$ cat config.mk
export PLATFORM = sky130hd
export DESIGN_NAME = jcc_top
export DESIGN_NICKNAME = d
export VERILOG_FILES = /design/src/rtl/jcc_pkg.sv /design/src/rtl/jcc_top.sv /design/src/rtl/jcc_sync.sv
export SDC_FILE = /design/constraint.sdc
export NUM_CORES = 1
export LEC_CHECK = 0
export BUFFER_PORTS_ARGS = -buffer_cell sky130_fd_sc_hd__buf_2
export CAP_MARGIN = 20
export CORE_ASPECT_RATIO = 0.75
export CORE_MARGIN = 4
export CORE_UTILIZATION = 35
export CTS_CLUSTER_SIZE = 10
export DETAILED_ROUTE_END_ITERATION = 10
export SLEW_MARGIN = 10
export SYNTH_ARGS = -nofsm -noshare
export SYNTH_HDL_FRONTEND = slang
export SYNTH_SLANG_ARGS = --single-unit
$ cat constraint.sdc
create_clock -name clk_i -period 2.25 [get_ports clk_i]
set_input_delay 0.675 -clock clk_i [delete_from_list [all_inputs] [get_ports clk_i]]
set_output_delay 0.675 -clock clk_i [all_outputs]
set_load 0.02 [all_outputs]
$ cat src/rtl/jcc_pkg.sv
// Package with register map, field layout and timing counts of the chain handshake loader
// How it works
// - Raise the configuration-complete output once loading finishes without fault.
// - After completing configuration, drive chain-enable output low to start the next device.
// - Shared completion and status lines make all devices enter user mode together.
// - No decompression here; a stream flagged as compressed is refused.
// - In bypass, test data passes through one register, one test clock late.
package jcc_pkg;
    // Register byte addresses on the Wishbone slave
    localparam logic [7:0] ADDR_CTRL = 8'h00;
    localparam logic [7:0] ADDR_STATUS = 8'h04;
    localparam logic [7:0] ADDR_COUNT = 8'h08;
    localparam logic [7:0] ADDR_SHIFT = 8'h0c;
    // Control register fields
    localparam int CTRL_BYPASS_BIT = 0;
    localparam int CTRL_RESTART_BIT = 1;
    localparam logic CTRL_BYPASS_RST = 1'b0;
    // Status register fields
    localparam int STAT_DONE_BIT = 0;
    localparam int STAT_ERROR_BIT = 1;
    localparam int STAT_USER_BIT = 2;
    localparam int STAT_CEO_BIT = 3;
    localparam int STAT_STATE_LSB = 4;
    localparam int STAT_SCHEME_LSB = 8;
    // Loader sizes and timing
    localparam int BITSTREAM_BITS_DEF = 256;
    localparam int INIT_TCK_CYCLES = 3180;
    localparam int CNT_W = 16;
    // Loader states
    typedef enum logic [2:0] {
        ST_IDLE,
        ST_SHIFT,
        ST_INIT,
        ST_DONE,
        ST_ERROR
    } jcc_state_e;
endpackage

$ cat src/rtl/jcc_top.sv
// Boundary-scan configuration loader with chain-enable handshake and Wishbone registers
//
// The implementer's own choices: the register offsets and the Wishbone interface to the registers.
`timescale 1ns/1ps
`default_nettype none
module jcc_top
    import jcc_pkg::*;
#(
    parameter int BITSTREAM_BITS = BITSTREAM_BITS_DEF,
    parameter int INIT_CYCLES = INIT_TCK_CYCLES
) (
    input wire logic clk_i,
    input wire logic rst_i,
    input wire logic wb_cyc_i,
    input wire logic wb_stb_i,
    input wire logic wb_we_i,
    input wire logic [7:0] wb_adr_i,
    input wire logic [3:0] wb_sel_i,
    input wire logic [31:0] wb_dat_i,
    output logic [31:0] wb_dat_o,
    output logic wb_ack_o,
    input wire logic tck_i,
    input wire logic tdi_i,
    output logic tdo_o,
    input wire logic chain_enable_in_n_i,
    output logic chain_enable_out_n_o,
    input wire logic config_request_n_i,
    input wire logic config_complete_i,
    output logic config_complete_o,
    output logic config_complete_oe_o,
    input wire logic config_status_n_i,
    output logic config_status_n_o,
    output logic config_status_n_oe_o,
    input wire logic [3:0] scheme_select_i,
    output logic user_mode_o
);
    // Counters are CNT_W wide; refuse sizes they cannot reach
    generate
        if (BITSTREAM_BITS < 2 || BITSTREAM_BITS >= (1 << CNT_W)) begin : g_bad_bits
            $error("BITSTREAM_BITS out of range");
        end
        if (INIT_CYCLES < 1 || INIT_CYCLES >= (1 << CNT_W)) begin : g_bad_init
            $error("INIT_CYCLES out of range");
        end
    endgenerate

    localparam logic [CNT_W-1:0] LAST_BIT = CNT_W'(BITSTREAM_BITS - 1);
    localparam logic [CNT_W-1:0] LAST_INIT = CNT_W'(INIT_CYCLES - 1);

    logic [9:0] pins_s;
    logic tck_s;
    logic tdi_s;
    logic ce_in_n_s;
    logic req_n_s;
    logic done_line_s;
    logic status_line_s;
    logic tck_prev_r;
    logic tck_rise;
    jcc_state_e state_r;
    logic [CNT_W-1:0] bit_cnt_r;
    logic [CNT_W-1:0] init_cnt_r;
    logic [31:0] shift_r;
    logic bypass_en_r;
    logic restart_r;
    logic bypass_r;
    logic ceo_r;
    logic done_oe_r;
    logic status_oe_r;
    logic user_r;
    logic [3:0] scheme_r;
    logic ack_r;
    logic [31:0] rdata_r;
    logic bus_req;
    logic hold_reset;

    function automatic logic [CNT_W-1:0] cnt_inc(input logic [CNT_W-1:0] v);
        cnt_inc = v + CNT_W'(1);
    endfunction

    // All pins come from outside this clock's domain, the scheme strap included
    jcc_sync #(
        .WIDTH(10)
    ) u_sync (
        .clk_i(clk_i),
        .rst_i(rst_i),
        .d_i({scheme_select_i, tck_i, tdi_i, chain_enable_in_n_i, config_request_n_i, config_complete_i,
              config_status_n_i}),
        .q_o(pins_s)
    );

    assign tck_s = pins_s[5];
    assign tdi_s = pins_s[4];
    assign ce_in_n_s = pins_s[3];
    assign req_n_s = pins_s[2];
    assign done_line_s = pins_s[1];
    assign status_line_s = pins_s[0];

    // Test clock edge detector on the settled copy
    always_ff @(posedge clk_i) begin
        if (rst_i) begin
            tck_prev_r <= 1'b0;
        end else begin
            tck_prev_r <= tck_s;
        end
    end
    assign tck_rise = tck_s & ~tck_prev_r;

    // A low request or a software restart returns the loader to idle
    assign hold_reset = ~req_n_s | restart_r;

    // Loader sequence: stream bits, then initialization clocks, then done
    always_ff @(posedge clk_i) begin
        if (rst_i || hold_reset) begin
            state_r <= ST_IDLE;
            bit_cnt_r <= '0;
            init_cnt_r <= '0;
        end else begin
            case (state_r)
                ST_IDLE: begin
                    if (!bypass_en_r && !ce_in_n_s) begin
                        state_r <= ST_SHIFT;
                    end
                end
                ST_SHIFT: begin
                    if (ce_in_n_s) begin
                        state_r <= ST_ERROR;
                    end else if (tck_rise && !bypass_en_r) begin
                        if (bit_cnt_r == '0 && tdi_s) begin
                            state_r <= ST_ERROR;
                        end else if (bit_cnt_r == LAST_BIT) begin
                            state_r <= ST_INIT;
                            init_cnt_r <= '0;
                        end
                        bit_cnt_r <= cnt_inc(bit_cnt_r);
                    end
                end
                ST_INIT: begin
                    // Host keeps clocking after the stream so startup can finish;
                    // bypass clocks belong to other devices and are not counted
                    if (tck_rise && !bypass_en_r) begin
                        init_cnt_r <= cnt_inc(init_cnt_r);
                        if (init_cnt_r == LAST_INIT) begin
                            state_r <= ST_DONE;
                        end
                    end
                end
                ST_DONE: begin
                    state_r <= ST_DONE;
                end
                ST_ERROR: begin
                    state_r <= ST_ERROR;
                end
                default: begin
                    state_r <= ST_IDLE;
                end
            endcase
        end
    end

    // Last 32 stream bits, kept for software to inspect
    always_ff @(posedge clk_i) begin
        if (rst_i) begin
            shift_r <= '0;
        end else if (state_r == ST_SHIFT && tck_rise && !bypass_en_r) begin
            shift_r <= {shift_r[30:0], tdi_s};
        end
    end

    // One-stage bypass path; the loader ignores clocks meanwhile
    always_ff @(posedge clk_i) begin
        if (rst_i) begin
            bypass_r <= 1'b0;
        end else if (bypass_en_r && tck_rise) begin
            bypass_r <= tdi_s;
        end
    end
    assign tdo_o = bypass_r;

    // Handshake pins; open-drain lines are driven low only
    always_ff @(posedge clk_i) begin
        if (rst_i) begin
            ceo_r <= 1'b1;
            done_oe_r <= 1'b1;
            status_oe_r <= 1'b1;
            user_r <= 1'b0;
        end else begin
            ceo_r <= (state_r != ST_DONE);
            done_oe_r <= (state_r != ST_DONE);
            status_oe_r <= (state_r == ST_ERROR) | ~req_n_s;
            // Shared lines rise only when every device has released them
            user_r <= (state_r == ST_DONE) & done_line_s & status_line_s;
        end
    end
    assign chain_enable_out_n_o = ceo_r;
    assign config_complete_o = 1'b0;
    assign config_complete_oe_o = done_oe_r;
    assign config_status_n_o = 1'b0;
    assign config_status_n_oe_o = status_oe_r;
    assign user_mode_o = user_r;

    // Scheme select is a strap; it reads zero until the synchroniser has settled after reset
    always_ff @(posedge clk_i) begin
        if (rst_i) begin
            scheme_r <= '0;
        end else begin
            scheme_r <= pins_s[9:6];
        end
    end

    // Wishbone classic slave, one wait state, ack dropped the next cycle
    assign bus_req = wb_cyc_i & wb_stb_i & ~ack_r;
    always_ff @(posedge clk_i) begin
        if (rst_i) begin
            ack_r <= 1'b0;
        end else begin
            ack_r <= bus_req;
        end
    end
    assign wb_ack_o = ack_r;

    // Control writes land at the edge where the master sees ack, while it still holds the request;
    // restart is a one-cycle pulse
    always_ff @(posedge clk_i) begin
        if (rst_i) begin
            bypass_en_r <= CTRL_BYPASS_RST;
            restart_r <= 1'b0;
        end else begin
            restart_r <= 1'b0;
            if (wb_cyc_i && wb_stb_i && ack_r && wb_we_i && wb_adr_i == ADDR_CTRL && wb_sel_i[0]) begin
                bypass_en_r <= wb_dat_i[CTRL_BYPASS_BIT];
                restart_r <= wb_dat_i[CTRL_RESTART_BIT];
            end
        end
    end

    // Read mux; unmapped addresses answer zero
    always_ff @(posedge clk_i) begin
        if (rst_i) begin
            rdata_r <= '0;
        end else if (bus_req && !wb_we_i) begin
            rdata_r <= '0;
            case (wb_adr_i)
                ADDR_CTRL: begin
                    rdata_r[CTRL_BYPASS_BIT] <= bypass_en_r;
                end
                ADDR_STATUS: begin
                    rdata_r[STAT_DONE_BIT] <= (state_r == ST_DONE);
                    rdata_r[STAT_ERROR_BIT] <= (state_r == ST_ERROR);
                    rdata_r[STAT_USER_BIT] <= user_r;
                    rdata_r[STAT_CEO_BIT] <= ceo_r;
                    rdata_r[STAT_STATE_LSB +: 3] <= state_r;
                    rdata_r[STAT_SCHEME_LSB +: 4] <= scheme_r;
                end
                ADDR_COUNT: begin
                    rdata_r <= {init_cnt_r, bit_cnt_r};
                end
                ADDR_SHIFT: begin
                    rdata_r <= shift_r;
                end
                default: begin
                    rdata_r <= '0;
                end
            endcase
        end
    end
    assign wb_dat_o = rdata_r;
endmodule
`default_nettype wire

$ cat src/rtl/jcc_sync.sv
// Three-stage pin synchroniser that accepts a change once stages two and three agree
`timescale 1ns/1ps
`default_nettype none
module jcc_sync #(
    parameter int WIDTH = 1
) (
    input wire logic clk_i,
    input wire logic rst_i,
    input wire logic [WIDTH-1:0] d_i,
    output logic [WIDTH-1:0] q_o
);
    logic [WIDTH-1:0] s1_r;
    logic [WIDTH-1:0] s2_r;
    logic [WIDTH-1:0] s3_r;

    // First stage feeds only the second; metastability settles there
    always_ff @(posedge clk_i) begin
        if (rst_i) begin
            s1_r <= '0;
            s2_r <= '0;
            s3_r <= '0;
        end else begin
            s1_r <= d_i;
            s2_r <= s1_r;
            s3_r <= s2_r;
        end
    end

    // Accept each bit only when the two settled stages agree
    always_ff @(posedge clk_i) begin
        if (rst_i) begin
            q_o <= '0;
        end else begin
            for (int i = 0; i < WIDTH; i++) begin
                if (s2_r[i] == s3_r[i]) begin
                    q_o[i] <= s3_r[i];
                end
            end
        end
    end
endmodule
`default_nettype wire

# --- After elaboration in Yosys (flattened, before gate mapping) ---
# Index checks and enable logic that the tools add are counted.
# Widths: inputs -> output; s select.
classes:
  n_bitwise: 12
  reduce_logical: 24
  n_eq_ne: 29
  n_addsub: 2
  muxes: 19
ops:
  columns: ["operator", "count"]
  rows:
  - ["$mux 16", 5]
  - ["$pmux 20 s2", 1]
  - ["$add 16x1->16 const B", 2]
  - ["$pmux 16 s2", 1]
  - ["$mux 3", 7]
  - ["$pmux 6 s3", 1]
  - ["$eq 16x12->1 const B", 1]
  - ["$eq 16x8->1 const B", 1]
  - ["$eq 8x4->1 const B", 2]
  - ["$logic_not 16->1", 1]
  - ["$pmux 3 s5", 1]
  - ["$ne 2x2->1 const B", 7]
  - ["$logic_and 1x1->1", 12]
  - ["$pmux 4 s3", 1]
  - ["$eq 1x1->1", 10]
  - ["$eq 8x3->1 const B", 1]
  - ["$logic_not 8->1", 1]
  - ["$eq 3x2->1 const B", 2]
  - ["$ne 3x2->1 const B", 2]
  - ["$reduce_and 6->1", 1]
  - ["$and 1x1->1", 5]
  - ["$not 1->1", 5]
  - ["$reduce_and 5->1", 1]
  - ["$ne 4x3->1 const B", 1]
  - ["other kinds (11)", 14]
word_totals:
  out_inout_bits: 40
  reg_bits: 151
  input_bits: 59

# --- Logic depth before layout (Yosys ltp) ---
# Gate-level depths: netlist of run 1.
logic_depth:
  word_depth: 7
  mapped_depth: 7
  ltp_nobuf: 7

# --- Cells and area by module ---
# Synthesis of run 1 repeated with hierarchy kept, for this count alone.
unflattened:
  hier_cells: 706
  area_unflattened_um2: 6140.9
by_module_without_submodules:
  columns: ["mod", "seq_area_each_um2", "cells_each", "area_per_inst_um2", "instances"]
  rows:
  - ["jcc_top", 2222.1, 602, 4994.8, 1]
  - ["jcc_sync", 800.8, 104, 1146.1, 1]

# --- Least setup slack after synthesis of run 1 ---
# OpenSTA, ideal clock, no wires.
synth_timing:
  path_kind: "input to register"
  startpoint: "input wb_adr_i[3]"
  endpoint: "register rdata_r[0] (netlist: wb_dat_o[0])"
  setup_slack_ns: 0.172
  cell_stages: 5
  arrival_time_ns: 1.950
  required_ns: 2.122
  n_path_buf: 2
  path_cell_list: "clkbuf_1 -> clkbuf_1 -> mux4_2 -> a22oi_1 -> nor2_1"
synth_between:
  elab_chain_len: 2
synth_lines:
  columns: ["element", "line", "rtl"]
  rows:
  - ["start, declared", "jcc_top.sv:17", "input wire logic [7:0] wb_adr_i,"]
  - ["$eq 8x4->1 (tied with other cells)", "jcc_top.sv:242", "case (wb_adr_i)"]
  - ["$pmux 1 s4 (*)", "jcc_top.sv:242", null]
  - ["end signal, assigned by index", "jcc_top.sv:244", "rdata_r[CTRL_BYPASS_BIT] <= bypass_en_r;"]
  - ["end signal, assigned by index", "jcc_top.sv:247", "rdata_r[STAT_DONE_BIT] <= (state_r == ST_DONE);"]
  - ["end signal, assigned by index", "jcc_top.sv:248", "rdata_r[STAT_ERROR_BIT] <= (state_r == ST_ERROR);"]
  - ["end, declared", "jcc_top.sv:72", "logic [31:0] rdata_r;"]
# Mark *: on every way between the ends. The rest lies on a longest branch, timed or not.
# A chain may end at the register's enable or synchronous reset.

# --- Worst setup path in the final report of run 1 ---
layout_timing:
  startpoint: "register state_r[1]"
  endpoint: "register init_cnt_r[10]"
layout_between:
  elab_chain_len: 3
layout_lines:
  columns: ["element", "line", "rtl"]
  rows:
  - ["start, declared", "jcc_top.sv:59", "jcc_state_e state_r;"]
  - ["start signal, assigned", "jcc_top.sv:114", "state_r <= ST_IDLE;"]
  - ["start signal, assigned", "jcc_top.sv:121", "state_r <= ST_SHIFT;"]
  - ["start signal, assigned", "jcc_top.sv:126", "state_r <= ST_ERROR;"]
  - ["$eq 3x1->1 / $eq 3x2->1 (equally long branches)", "jcc_top.sv:118", "case (state_r)"]
  - ["$ne 2x2->1 (no source line) / $reduce_bool 2->1 (equally long branches)", null, null]
  - ["$reduce_and 6->1 (no source line)", null, null]
  - ["end signal, assigned", "jcc_top.sv:141", "init_cnt_r <= cnt_inc(init_cnt_r);"]
  - ["end, declared", "jcc_top.sv:61", "logic [CNT_W-1:0] init_cnt_r;"]
# Several ways; a longest one is shown, not always the timed one.

==> impl_metrics.toml, run 1 <==
[outcome]
status = "complete, no violations"

[power_and_ir_drop]
power.switching_uw = 1370
finalPower_uw = 5640
pwr-share-seq_pct = 48.4
power.leakage_uw = 0.00267
powerDensity_nw_per_um2 = 777
ir_worst_vdd_mv = 0.525
combPwrFrac_pct = 3.6
clkPwrFrac_pct = 47.9
swShare_pct = 24.3
internal_power_uw = 4270

[layout]
final_area_sq_um = 7260
mostFrequentLayoutCells = "dfxtp_1, nand2_1, nor2_1"
num-nets-final = 816
diodes = 0
post-route-util_pct = 43.1
final_common_cell = "dfxtp_1"
drive_gt1_share_pct = 19.3
area_growth_syn_to_layout_pct = 20.9

[global_route]
grt.busiest_layer = "met1"
grt_usage_pct = 16.1
gr-usage-met2_pct = 21.4
grt_use_met3_pct = 4.52
overflow = 0
grt_pass1_vias = 4595
use_met1_pct = 24.9
grt_pass1_wl_mm = 24.9
grt_max_degree = 76
antenna_found_initial = 0

[critical_path]
critPathMaxFanout = 9
crit_type = "reg2reg"
cp_slowest_cell = "or4_1"
path_delay_family = "simple AND/OR/NAND/NOR gates"
cp-startpoint = "state_r[1]$_SDFFE_PP0P_"
r2r-start = "state_r[1]$_SDFFE_PP0P_"
crit_buf_inv = 0
crit_arrival_ns = 2.38
crit_chain = "nor4b_4 > nand2_1 > o31a_1 > or4_1 > o22ai_1"
critPathRequiredTime_ns = 2.60
critPathMaxStageDelay_ns = 0.49
endpoint_kind = "flip-flop"
start_kind = "flip-flop"

[hold_path]
hold_path.class = "reg2reg"
min_from = "u_sync.s1_r[1]$_SDFF_PP0_"

[sta]
hold_viol_final = 0
grt_setup_unrepaired = "false"
relSlewSlack_pct = 63.8
final_max_slew_viol_count = 0
finalCritPeriodShare_pct = 90.1
skew_ns = 0.0101
setup_viol = 0
whs_ns = 0.435
fmax_mhz = 493
min_period_ns = 2.03
worst_pin_slew_ns = 0.536

[cts]
cts_sinks = 151
cts_root_buffer = "clkbuf_16"
ctsResizeCount = 0
post_cts_buffers = 0
clock_latency_ns = 0.43
cts.clk_slew.worst_paths_ns = 0.06
cts_tree = "done"
cts_buffers = 17
h-tree-depth = 4
cts_hold_buf = 0
clockBufferDepth = 2

[floorplan]
core_sq_um = 16800
die_h_um = 121
rows = 41
io_pins = 99
die_area_sq_um = 19300
die_x_um = 159
start_util_pct = 35.7

[yosys]
ys.flop_type = "dfxtp_1"
synth_async_sr_flop_share_pct = 0
synth.ff_latch_count = 151
synth_cell_types = 51
syn_area_sq_um = 6000
yosysSeqAreaShare_pct = 50.3
syn-instance-count = 685
avgSynthCellArea_sq_um = 8.77
yosys_warnings = 0
synth_edf_count = 0

[detailed_routing]
drt_pass1_iterations = 5
avgRoutedWirePerCell_um = 15.7
drtIter0Drc = 407
finalWirelength_mm = 15.4
antenna_left = 0
drc = 0
vias = 5029
post_drt_via_cell_ratio = 5.12

[placement]
place_hpwl_mm = 10.6
place_area_sq_um = 6700
gp_congestion = 0.809
port_buffers = 63

[job]
maxCapViolCount = 0
## power by group through the flow
stage / sequential, uW / clock [uW] / combinational (uW)
after floorplan: 2810 / 0 / 107
after global placement: 2790 / 0 / 208
after detailed placement: 2790 / 0 / 208
after CTS: 2730 / 2760 / 208
after global routing: 2730 / 2890 / 225
final: 2730 / 2700 / 205
## cell usage after synthesis, types with 2 or more instances
library cell / number / area [sq um]
dfxtp_1: 151 / 3020
mux2i_1: 3 / 30.0
nor3_1: 30 / 150
nand3b_1: 3 / 22.5
nor2_1: 63 / 236
clkbuf_1: 39 / 146
buf_2: 3 / 15.0
nor3b_1: 3 / 22.5
buf_1: 3 / 11.3
a22o_1: 10 / 87.6
a221oi_1: 21 / 184
and2_1: 3 / 18.8
and4_1: 4 / 35.0
nor4b_1: 4 / 35.0
o31ai_1: 2 / 15.0
a31oi_1: 5 / 31.3
and3_1: 5 / 31.3
o31a_1: 3 / 26.3
nor2b_1: 38 / 238
or3_1: 5 / 31.3
nand2_1: 100 / 375
or4_1: 6 / 45.0
ha_1: 3 / 37.5
a22oi_1: 11 / 82.6
a211oi_1: 3 / 22.5
nand3_1: 12 / 60.1
a21oi_1: 62 / 310
or3b_2: 3 / 26.3
xnor2_1: 11 / 96.3
nand4b_1: 4 / 35.0
mux2_2: 8 / 90.1
inv_1: 6 / 22.5
o21ai_0: 27 / 135
nand4_1: 6 / 37.5
nor4_1: 6 / 37.5
buf_4: 4 / 30.0
## metal layers
metal / up-vias / share of wire (%)
met2: 136 / 40
met5: - / 0
met4: 0 / 1.1
li1: 2546 / -
met3: 17 / 5.7
met1: 2330 / 53
## registers in the layout, indices dropped and copies added, names as in the netlist
signal and cells:
init_cnt_r 16, bypass_en_r 1, user_mode_o 1, tck_prev_r 1, wb_dat_o 32, u_sync.s1_r 10
config_status_n_oe_o 1, u_sync.s2_r 10, restart_r 1, wb_ack_o 1, config_complete_oe_o 1, shift_r 32
u_sync.s3_r 10, scheme_r 4, tdo_o 1, u_sync.q_o 10, bit_cnt_r 16, state_r 3
## stage by stage
step / setup slack [ns] / cells / TNS [ns]
finish: 0.222 / 982 / 0
global route: 0.0827 / 982 / 0
detailed placement: -0.125 / 950 / -0.185
CTS: 0.223 / 982 / 0
global placement: -0.0844 / 950 / -0.109
floorplan: 0.172 / 686 / 0
## final cells by class
type / count / area, sq um
tap: 215 / 269
sequential: 151 / 3020
clock inverter: 13 / 114
fill: 1659 / 9570
clock buffer: 19 / 443
inverter: 6 / 22.5
timing repair buffer: 98 / 618
multi-input combinational: 480 / 2770
## kinds of logic (layout without fill, tap and decap cells)
family          after synthesis  count (layout)  synth area share, %
other cells                   1               2               0.0625
mux                          12              12                 2.38
simple gates                302             302                 25.5
fa+ha+maj                     3               3                0.625
buf+inv                      55             136                 3.75
compound gates              149             149                 15.6
flops                       151             151                 50.3
xor+xnor                     12              12                 1.75
## worst paths after layout
path	to	slack [ns]	depth (start not counted)
hold / removal	u_sync.s2_r[1]$_SDFF_PP0_	0.44	1
setup / recovery	init_cnt_r[10]$_SDFFE_PP0P_	0.22	5
setup reg to reg	init_cnt_r[10]$_SDFFE_PP0P_	0.22	5
hold reg to reg	u_sync.s2_r[1]$_SDFF_PP0_	0.44	1
Note: power is estimated with default switching activity, not from simulation.
==> run 2: changes to the inputs <==
--- a/config.mk
+++ b/config.mk
@@ -8,7 +8,6 @@
 export BUFFER_PORTS_ARGS = -buffer_cell sky130_fd_sc_hd__buf_2
 export CAP_MARGIN = 20
 export CORE_ASPECT_RATIO = 0.75
-export CORE_MARGIN = 4
 export CORE_UTILIZATION = 35
 export CTS_CLUSTER_SIZE = 10
 export DETAILED_ROUTE_END_ITERATION = 10
==> run 2 against run 1 <==
  * Critical path depth unchanged
  * Cell area shrank 0.38%
  * Via count is 1.2% higher
  * Utilization about the same
  * Largest cell class unchanged
  * Register-to-register slack is essentially flat
  * Die area decreased by 8.5%
  * First-iteration DRC count up 12%
  * Combinational power about the same
  * Maximum frequency is 0.57% higher
  * Sequential share of layout area rose by 0.16 points
==> impl_metrics.toml, run 2 (synthesized netlist as in run 1, its figures left out) <==
[cts]
clock_latency_ns = 0.43
post_cts_buffers = 0
cts_root_buffer = "clkbuf_16"
clockBufferDepth = 2
ctsResizeCount = 0
cts_tree = "done"
cts_buffers = 17
h-tree-depth = 4
cts_sinks = 151
cts_hold_buf = 0
cts.clk_slew.worst_paths_ns = 0.06

[placement]
placed_cells = 945
gp_congestion = 0.843
place_hpwl_mm = 10.3
port_buffers = 63

[critical_path]
cp_slowest_cell = "or4_1"
crit_chain = "nor4b_4 > nand2_1 > o31a_1 > or4_1 > o22ai_1"
critPathMaxFanout = 11
rr_worst_depth = 5
endpoint_kind = "flip-flop"
critPathMaxStageDelay_ns = 0.48
critPathRequiredTime_ns = 2.61
path_delay_family = "simple AND/OR/NAND/NOR gates"
crit_arrival_ns = 2.37
crit_buf_inv = 0
start_kind = "flip-flop"
rrSetupSlack_ns = 0.23
reg2reg_to = "init_cnt_r[10]$_SDFFE_PP0P_"
r2r-start = "state_r[1]$_SDFFE_PP0P_"
crit_type = "reg2reg"

[global_route]
grt_max_degree = 87
overflow = 0
grt_usage_pct = 17.8
antenna_found_initial = 0
grt_pass1_wl_mm = 24.2
grt_pass1_vias = 4510

[sta]
worst_pin_slew_ns = 0.577
finalCritPeriodShare_pct = 89.6
grt_setup_unrepaired = "false"
tns_ns = 0
min_period_ns = 2.02
hold_viol_final = 0
skew_ns = 0.0106
setup_viol = 0
relSlewSlack_pct = 61.1
final_max_slew_viol_count = 0
fmax_mhz = 496

[power_and_ir_drop]
power.leakage_uw = 0.00264
power.switching_uw = 1340
swShare_pct = 23.9
combPwrFrac_pct = 3.6
clkPwrFrac_pct = 47.6
internal_power_uw = 4260
powerDensity_nw_per_um2 = 775
ir_worst_vdd_mv = 0.529
pwr-share-seq_pct = 48.8

[layout]
num-nets-final = 811
final_common_cell = "dfxtp_1"
mostFrequentLayoutCells = "dfxtp_1, nand2_1, nor2_1"
area_growth_syn_to_layout_pct = 20.4
drive_gt1_share_pct = 18.8
final_cell_count_no_fill = 977
fillCellCount = 1624
diodes = 0

[hold_path]
whs_endpoint = "u_sync.s2_r[4]$_SDFF_PP0_"
hold_path.class = "reg2reg"
min_from = "u_sync.s1_r[4]$_SDFF_PP0_"
whs_path_depth = 1

[detailed_routing]
vias = 5089
drt_pass1_iterations = 6
finalWirelength_mm = 15.0
avgRoutedWirePerCell_um = 15.4
post_drt_via_cell_ratio = 5.21
antenna_left = 0
drtIter0Drc = 456
drc = 0

[job]
maxCapViolCount = 0

[floorplan]
die_x_um = 153
io_pins = 99
core_sq_um = 16800
die_h_um = 115
start_util_pct = 35.8
die_area_sq_um = 17700
rows = 41

[outcome]
status = "complete, no violations"
## run 2: changes by cell type in the layout (fill, tap and decap cells not counted), sizes merged
cell | previous run | this run
inv | 13 | 12
clkinvlp | 1 | 3
buf | 98 | 93
clkinv | 5 | 4
## run 2: per-stage QoR
step	worst slack [ns]	instance area, sq um	util (%)	hold WS, ns	total power (uW)
3_3_place_gp	-0.0660	6680	39.8	0.415	3000
6_report	0.234	7230	43.1	0.436	5600
2_1_floorplan	0.172	6010	-	0.410	2920
5_1_grt	0.0920	7230	43.1	0.439	5800
4_1_cts	0.222	7230	43.1	0.425	5670
3_5_place_dp	-0.116	6680	39.8	0.423	3000
## run 2: worst register-to-register path: cells and delay by family, from the launching register on
kind / cells / cell delay, ns
AOI/OAI and AO/OA: 2 / 0.53
DFF: 1 / 0.44
and+or+nand+nor: 3 / 0.98
## run 2: power groups by stage
stage | registers (uW) | logic, uW | clock network, uW
6_report | 2730 | 203 | 2670
5_1_grt | 2740 | 227 | 2840
4_1_cts | 2730 | 206 | 2730
3_5_place_dp | 2790 | 206 | 0
3_3_place_gp | 2790 | 205 | 0
2_1_floorplan | 2810 | 107 | 0
## run 2: area by class of cell
cell class                 count  area (sq um)  share of cell area, %
sequential                   151          3020                   41.8
inverter                       6          22.5                  0.311
timing repair buffer          93           593                   8.20
clock buffer                  19           443                   6.12
multi-input combinational    480          2770                   38.3
tap                          215           269                   3.72
clock inverter                13           111                   1.54
## run 2: worst max-delay path by stage
stage                            startpoint                           to  slack [ns]  cells past startpoint
floorplan                       wb_adr_i[3]     wb_dat_o[0]$_SDFFE_PP0P_        0.17                      5
global placement                wb_adr_i[5]     bypass_en_r$_SDFFE_PP0N_       -0.07                      6
detailed placement              wb_adr_i[5]     bypass_en_r$_SDFFE_PP0N_       -0.12                      6
CTS                 state_r[1]$_SDFFE_PP0P_  init_cnt_r[10]$_SDFFE_PP0P_        0.22                      5
global route        state_r[1]$_SDFFE_PP0P_  init_cnt_r[10]$_SDFFE_PP0P_        0.09                      5
finish              state_r[1]$_SDFFE_PP0P_  init_cnt_r[10]$_SDFFE_PP0P_        0.23                      5
## run 2: routing by layer
metal  track usage (%)  share of wire, %
met1              25.2                50
met3              5.65               6.3
met2              25.0                42
met4              7.21               1.8
met5                 0                 0
==> run 3: changes to the inputs <==
--- a/config.mk
+++ b/config.mk
@@ -5,7 +5,7 @@
 export SDC_FILE = /design/constraint.sdc
 export NUM_CORES = 1
 export LEC_CHECK = 0
-export BUFFER_PORTS_ARGS = -buffer_cell sky130_fd_sc_hd__buf_2
+export BUFFER_PORTS_ARGS = -buffer_cell sky130_fd_sc_hd__clkbuf_2
 export CAP_MARGIN = 20
 export CORE_ASPECT_RATIO = 0.75
 export CORE_UTILIZATION = 35
==> constraint.sdc (replaced) <==
create_clock -name clk_i -period 2.25 [get_ports clk_i]
set_input_delay 0.675 -clock clk_i [delete_from_list [all_inputs] [get_ports clk_i]]
set_output_delay 0.675 -clock clk_i [all_outputs]
set_load 0.01 [all_outputs]
==> run 3 against run 2 <==
  * Cell count rose by 0.10%
  * First-iteration DRC count is 14% lower
  * Critical endpoint unchanged
  * Global-route usage hardly changed
  * Non-clock buffer count rose by 1
  * Maximum frequency down 1.3%
==> impl_metrics.toml, run 3 (synthesized netlist as in run 1, its figures left out) <==
[critical_path]
reg2reg_to = "init_cnt_r[10]$_SDFFE_PP0P_"
cp-startpoint = "state_r[1]$_SDFFE_PP0P_"
path_delay_family = "simple AND/OR/NAND/NOR gates"
start_kind = "flip-flop"
critPathRequiredTime_ns = 2.60
r2r-start = "state_r[1]$_SDFFE_PP0P_"
rr_worst_depth = 5
rrSetupSlack_ns = 0.21
critPathMaxFanout = 11
critPathMaxStageDelay_ns = 0.49
endpoint_kind = "flip-flop"
crit_type = "reg2reg"
crit_buf_inv = 0
crit_chain = "nor4b_4 > nand2_1 > o31a_1 > or4_1 > o22ai_1"
cp_slowest_cell = "or4_1"
crit_arrival_ns = 2.39

[hold_path]
min_from = "u_sync.s1_r[6]$_SDFF_PP0_"
whs_endpoint = "u_sync.s2_r[6]$_SDFF_PP0_"
hold_path.class = "reg2reg"
whs_path_depth = 1

[sta]
tns_ns = 0
hold_viol_final = 0
worst_pin_slew_ns = 0.577
fmax_mhz = 490
finalCritPeriodShare_pct = 90.8
grt_setup_unrepaired = "false"
whs_ns = 0.436
final_max_slew_viol_count = 0
relSlewSlack_pct = 61.0
setup_viol = 0
skew_ns = 0.00636
min_period_ns = 2.04

[layout]
num-nets-final = 812
drive_gt1_share_pct = 18.9
final_cell_count_no_fill = 978
final_area_sq_um = 7240
area_growth_syn_to_layout_pct = 20.6
diodes = 0
mostFrequentLayoutCells = "dfxtp_1, nand2_1, nor2_1"
final_common_cell = "dfxtp_1"

[cts]
cts_tree = "done"
clockBufferDepth = 2
clock_latency_ns = 0.42
post_cts_buffers = 0
cts_root_buffer = "clkbuf_16"
cts_sinks = 151
h-tree-depth = 4
ctsResizeCount = 0
cts_buffers = 17
cts.clk_slew.worst_paths_ns = 0.07
cts_hold_buf = 0

[global_route]
overflow = 0
grt_usage_pct = 17.8
antenna_found_initial = 0
grt_max_degree = 95
grt_pass1_wl_mm = 24.4
grt_pass1_vias = 4657

[floorplan]
core_sq_um = 16800
start_util_pct = 35.8
io_pins = 99
die_area_sq_um = 17700
die_h_um = 115
die_x_um = 153
rows = 41

[detailed_routing]
finalWirelength_mm = 15.1
avgRoutedWirePerCell_um = 15.4
drt_pass1_iterations = 5
post_drt_via_cell_ratio = 5.17
maxUsedRoutingLayer = "met4"
drc = 0
wl_met3_um = 718
wl_met2_mm = 6.35
vias = 5057
antenna_left = 0
drtIter0Drc = 391
m1WireLength_mm = 7.83

[placement]
place_hpwl_mm = 10.3
placed_cells = 946
place_area_sq_um = 6670
port_buffers = 63
gp_congestion = 0.835

[power_and_ir_drop]
powerDensity_nw_per_um2 = 785
power.leakage_uw = 0.00263
ir_worst_vdd_mv = 0.533

[job]
maxCapViolCount = 0

[outcome]
status = "complete, no violations"
[run 3: cell types whose count changed in the layout (fill, tap and decap cells not counted), moves of 2 or more]
cell / change
buf_2: -62
buf_4: +2
clkbuf_2: +62
inv_6: +2
[run 3: final cells by class]
type,instances,area (sq um)
clock inverters,14,140
multi-input cells,480,2770
well taps,215,269
inverters,6,22.5
flip-flops and latches,151,3020
repair buffers,94,588
fillers,1633,9530
clock buffers,18,429
[run 3: worst register-to-register path: cells and delay by family (launching register included)]
kind	cells	cell delay [ns]
AND/OR/NAND/NOR	3	0.98
AO/OA/AOI/OAI	2	0.55
flip-flops	1	0.44
[run 3: how the worst max path moves through the flow]
stage                                        to  slack (ns)  cells after the start
floorplan              wb_dat_o[0]$_SDFFE_PP0P_        0.17                      5
global placement       bypass_en_r$_SDFFE_PP0N_       -0.07                      6
detailed placement     bypass_en_r$_SDFFE_PP0N_       -0.12                      6
CTS                 init_cnt_r[10]$_SDFFE_PP0P_        0.21                      5
global route        init_cnt_r[10]$_SDFFE_PP0P_       0.006                      5
finish              init_cnt_r[10]$_SDFFE_PP0P_        0.21                      5
[run 3: report_power, final]
group	internal [uW]	switching, uW	total, uW
clock network	1550	1210	2760
logic	78.1	110	188
registers	2710	18.2	2730
[run 3: per-layer routing]
metal | track usage, % | up-vias
met5 | 0 | -
met4 | 5.72 | 0
met3 | 4.38 | 12
met2 | 26.3 | 112
met1 | 25.5 | 2387
li1 | - | 2546
[run 3: metrics by stage]
step / total power (uW) / utilization [%] / setup WS [ns]
after floorplan: 2900 / - / 0.172
after global placement: 2980 / 39.8 / -0.0693
after detailed placement: 2980 / 39.8 / -0.118
after CTS: 5740 / 43.2 / 0.215
after global routing: 5870 / 43.2 / 0.00577
final: 5680 / 43.2 / 0.208
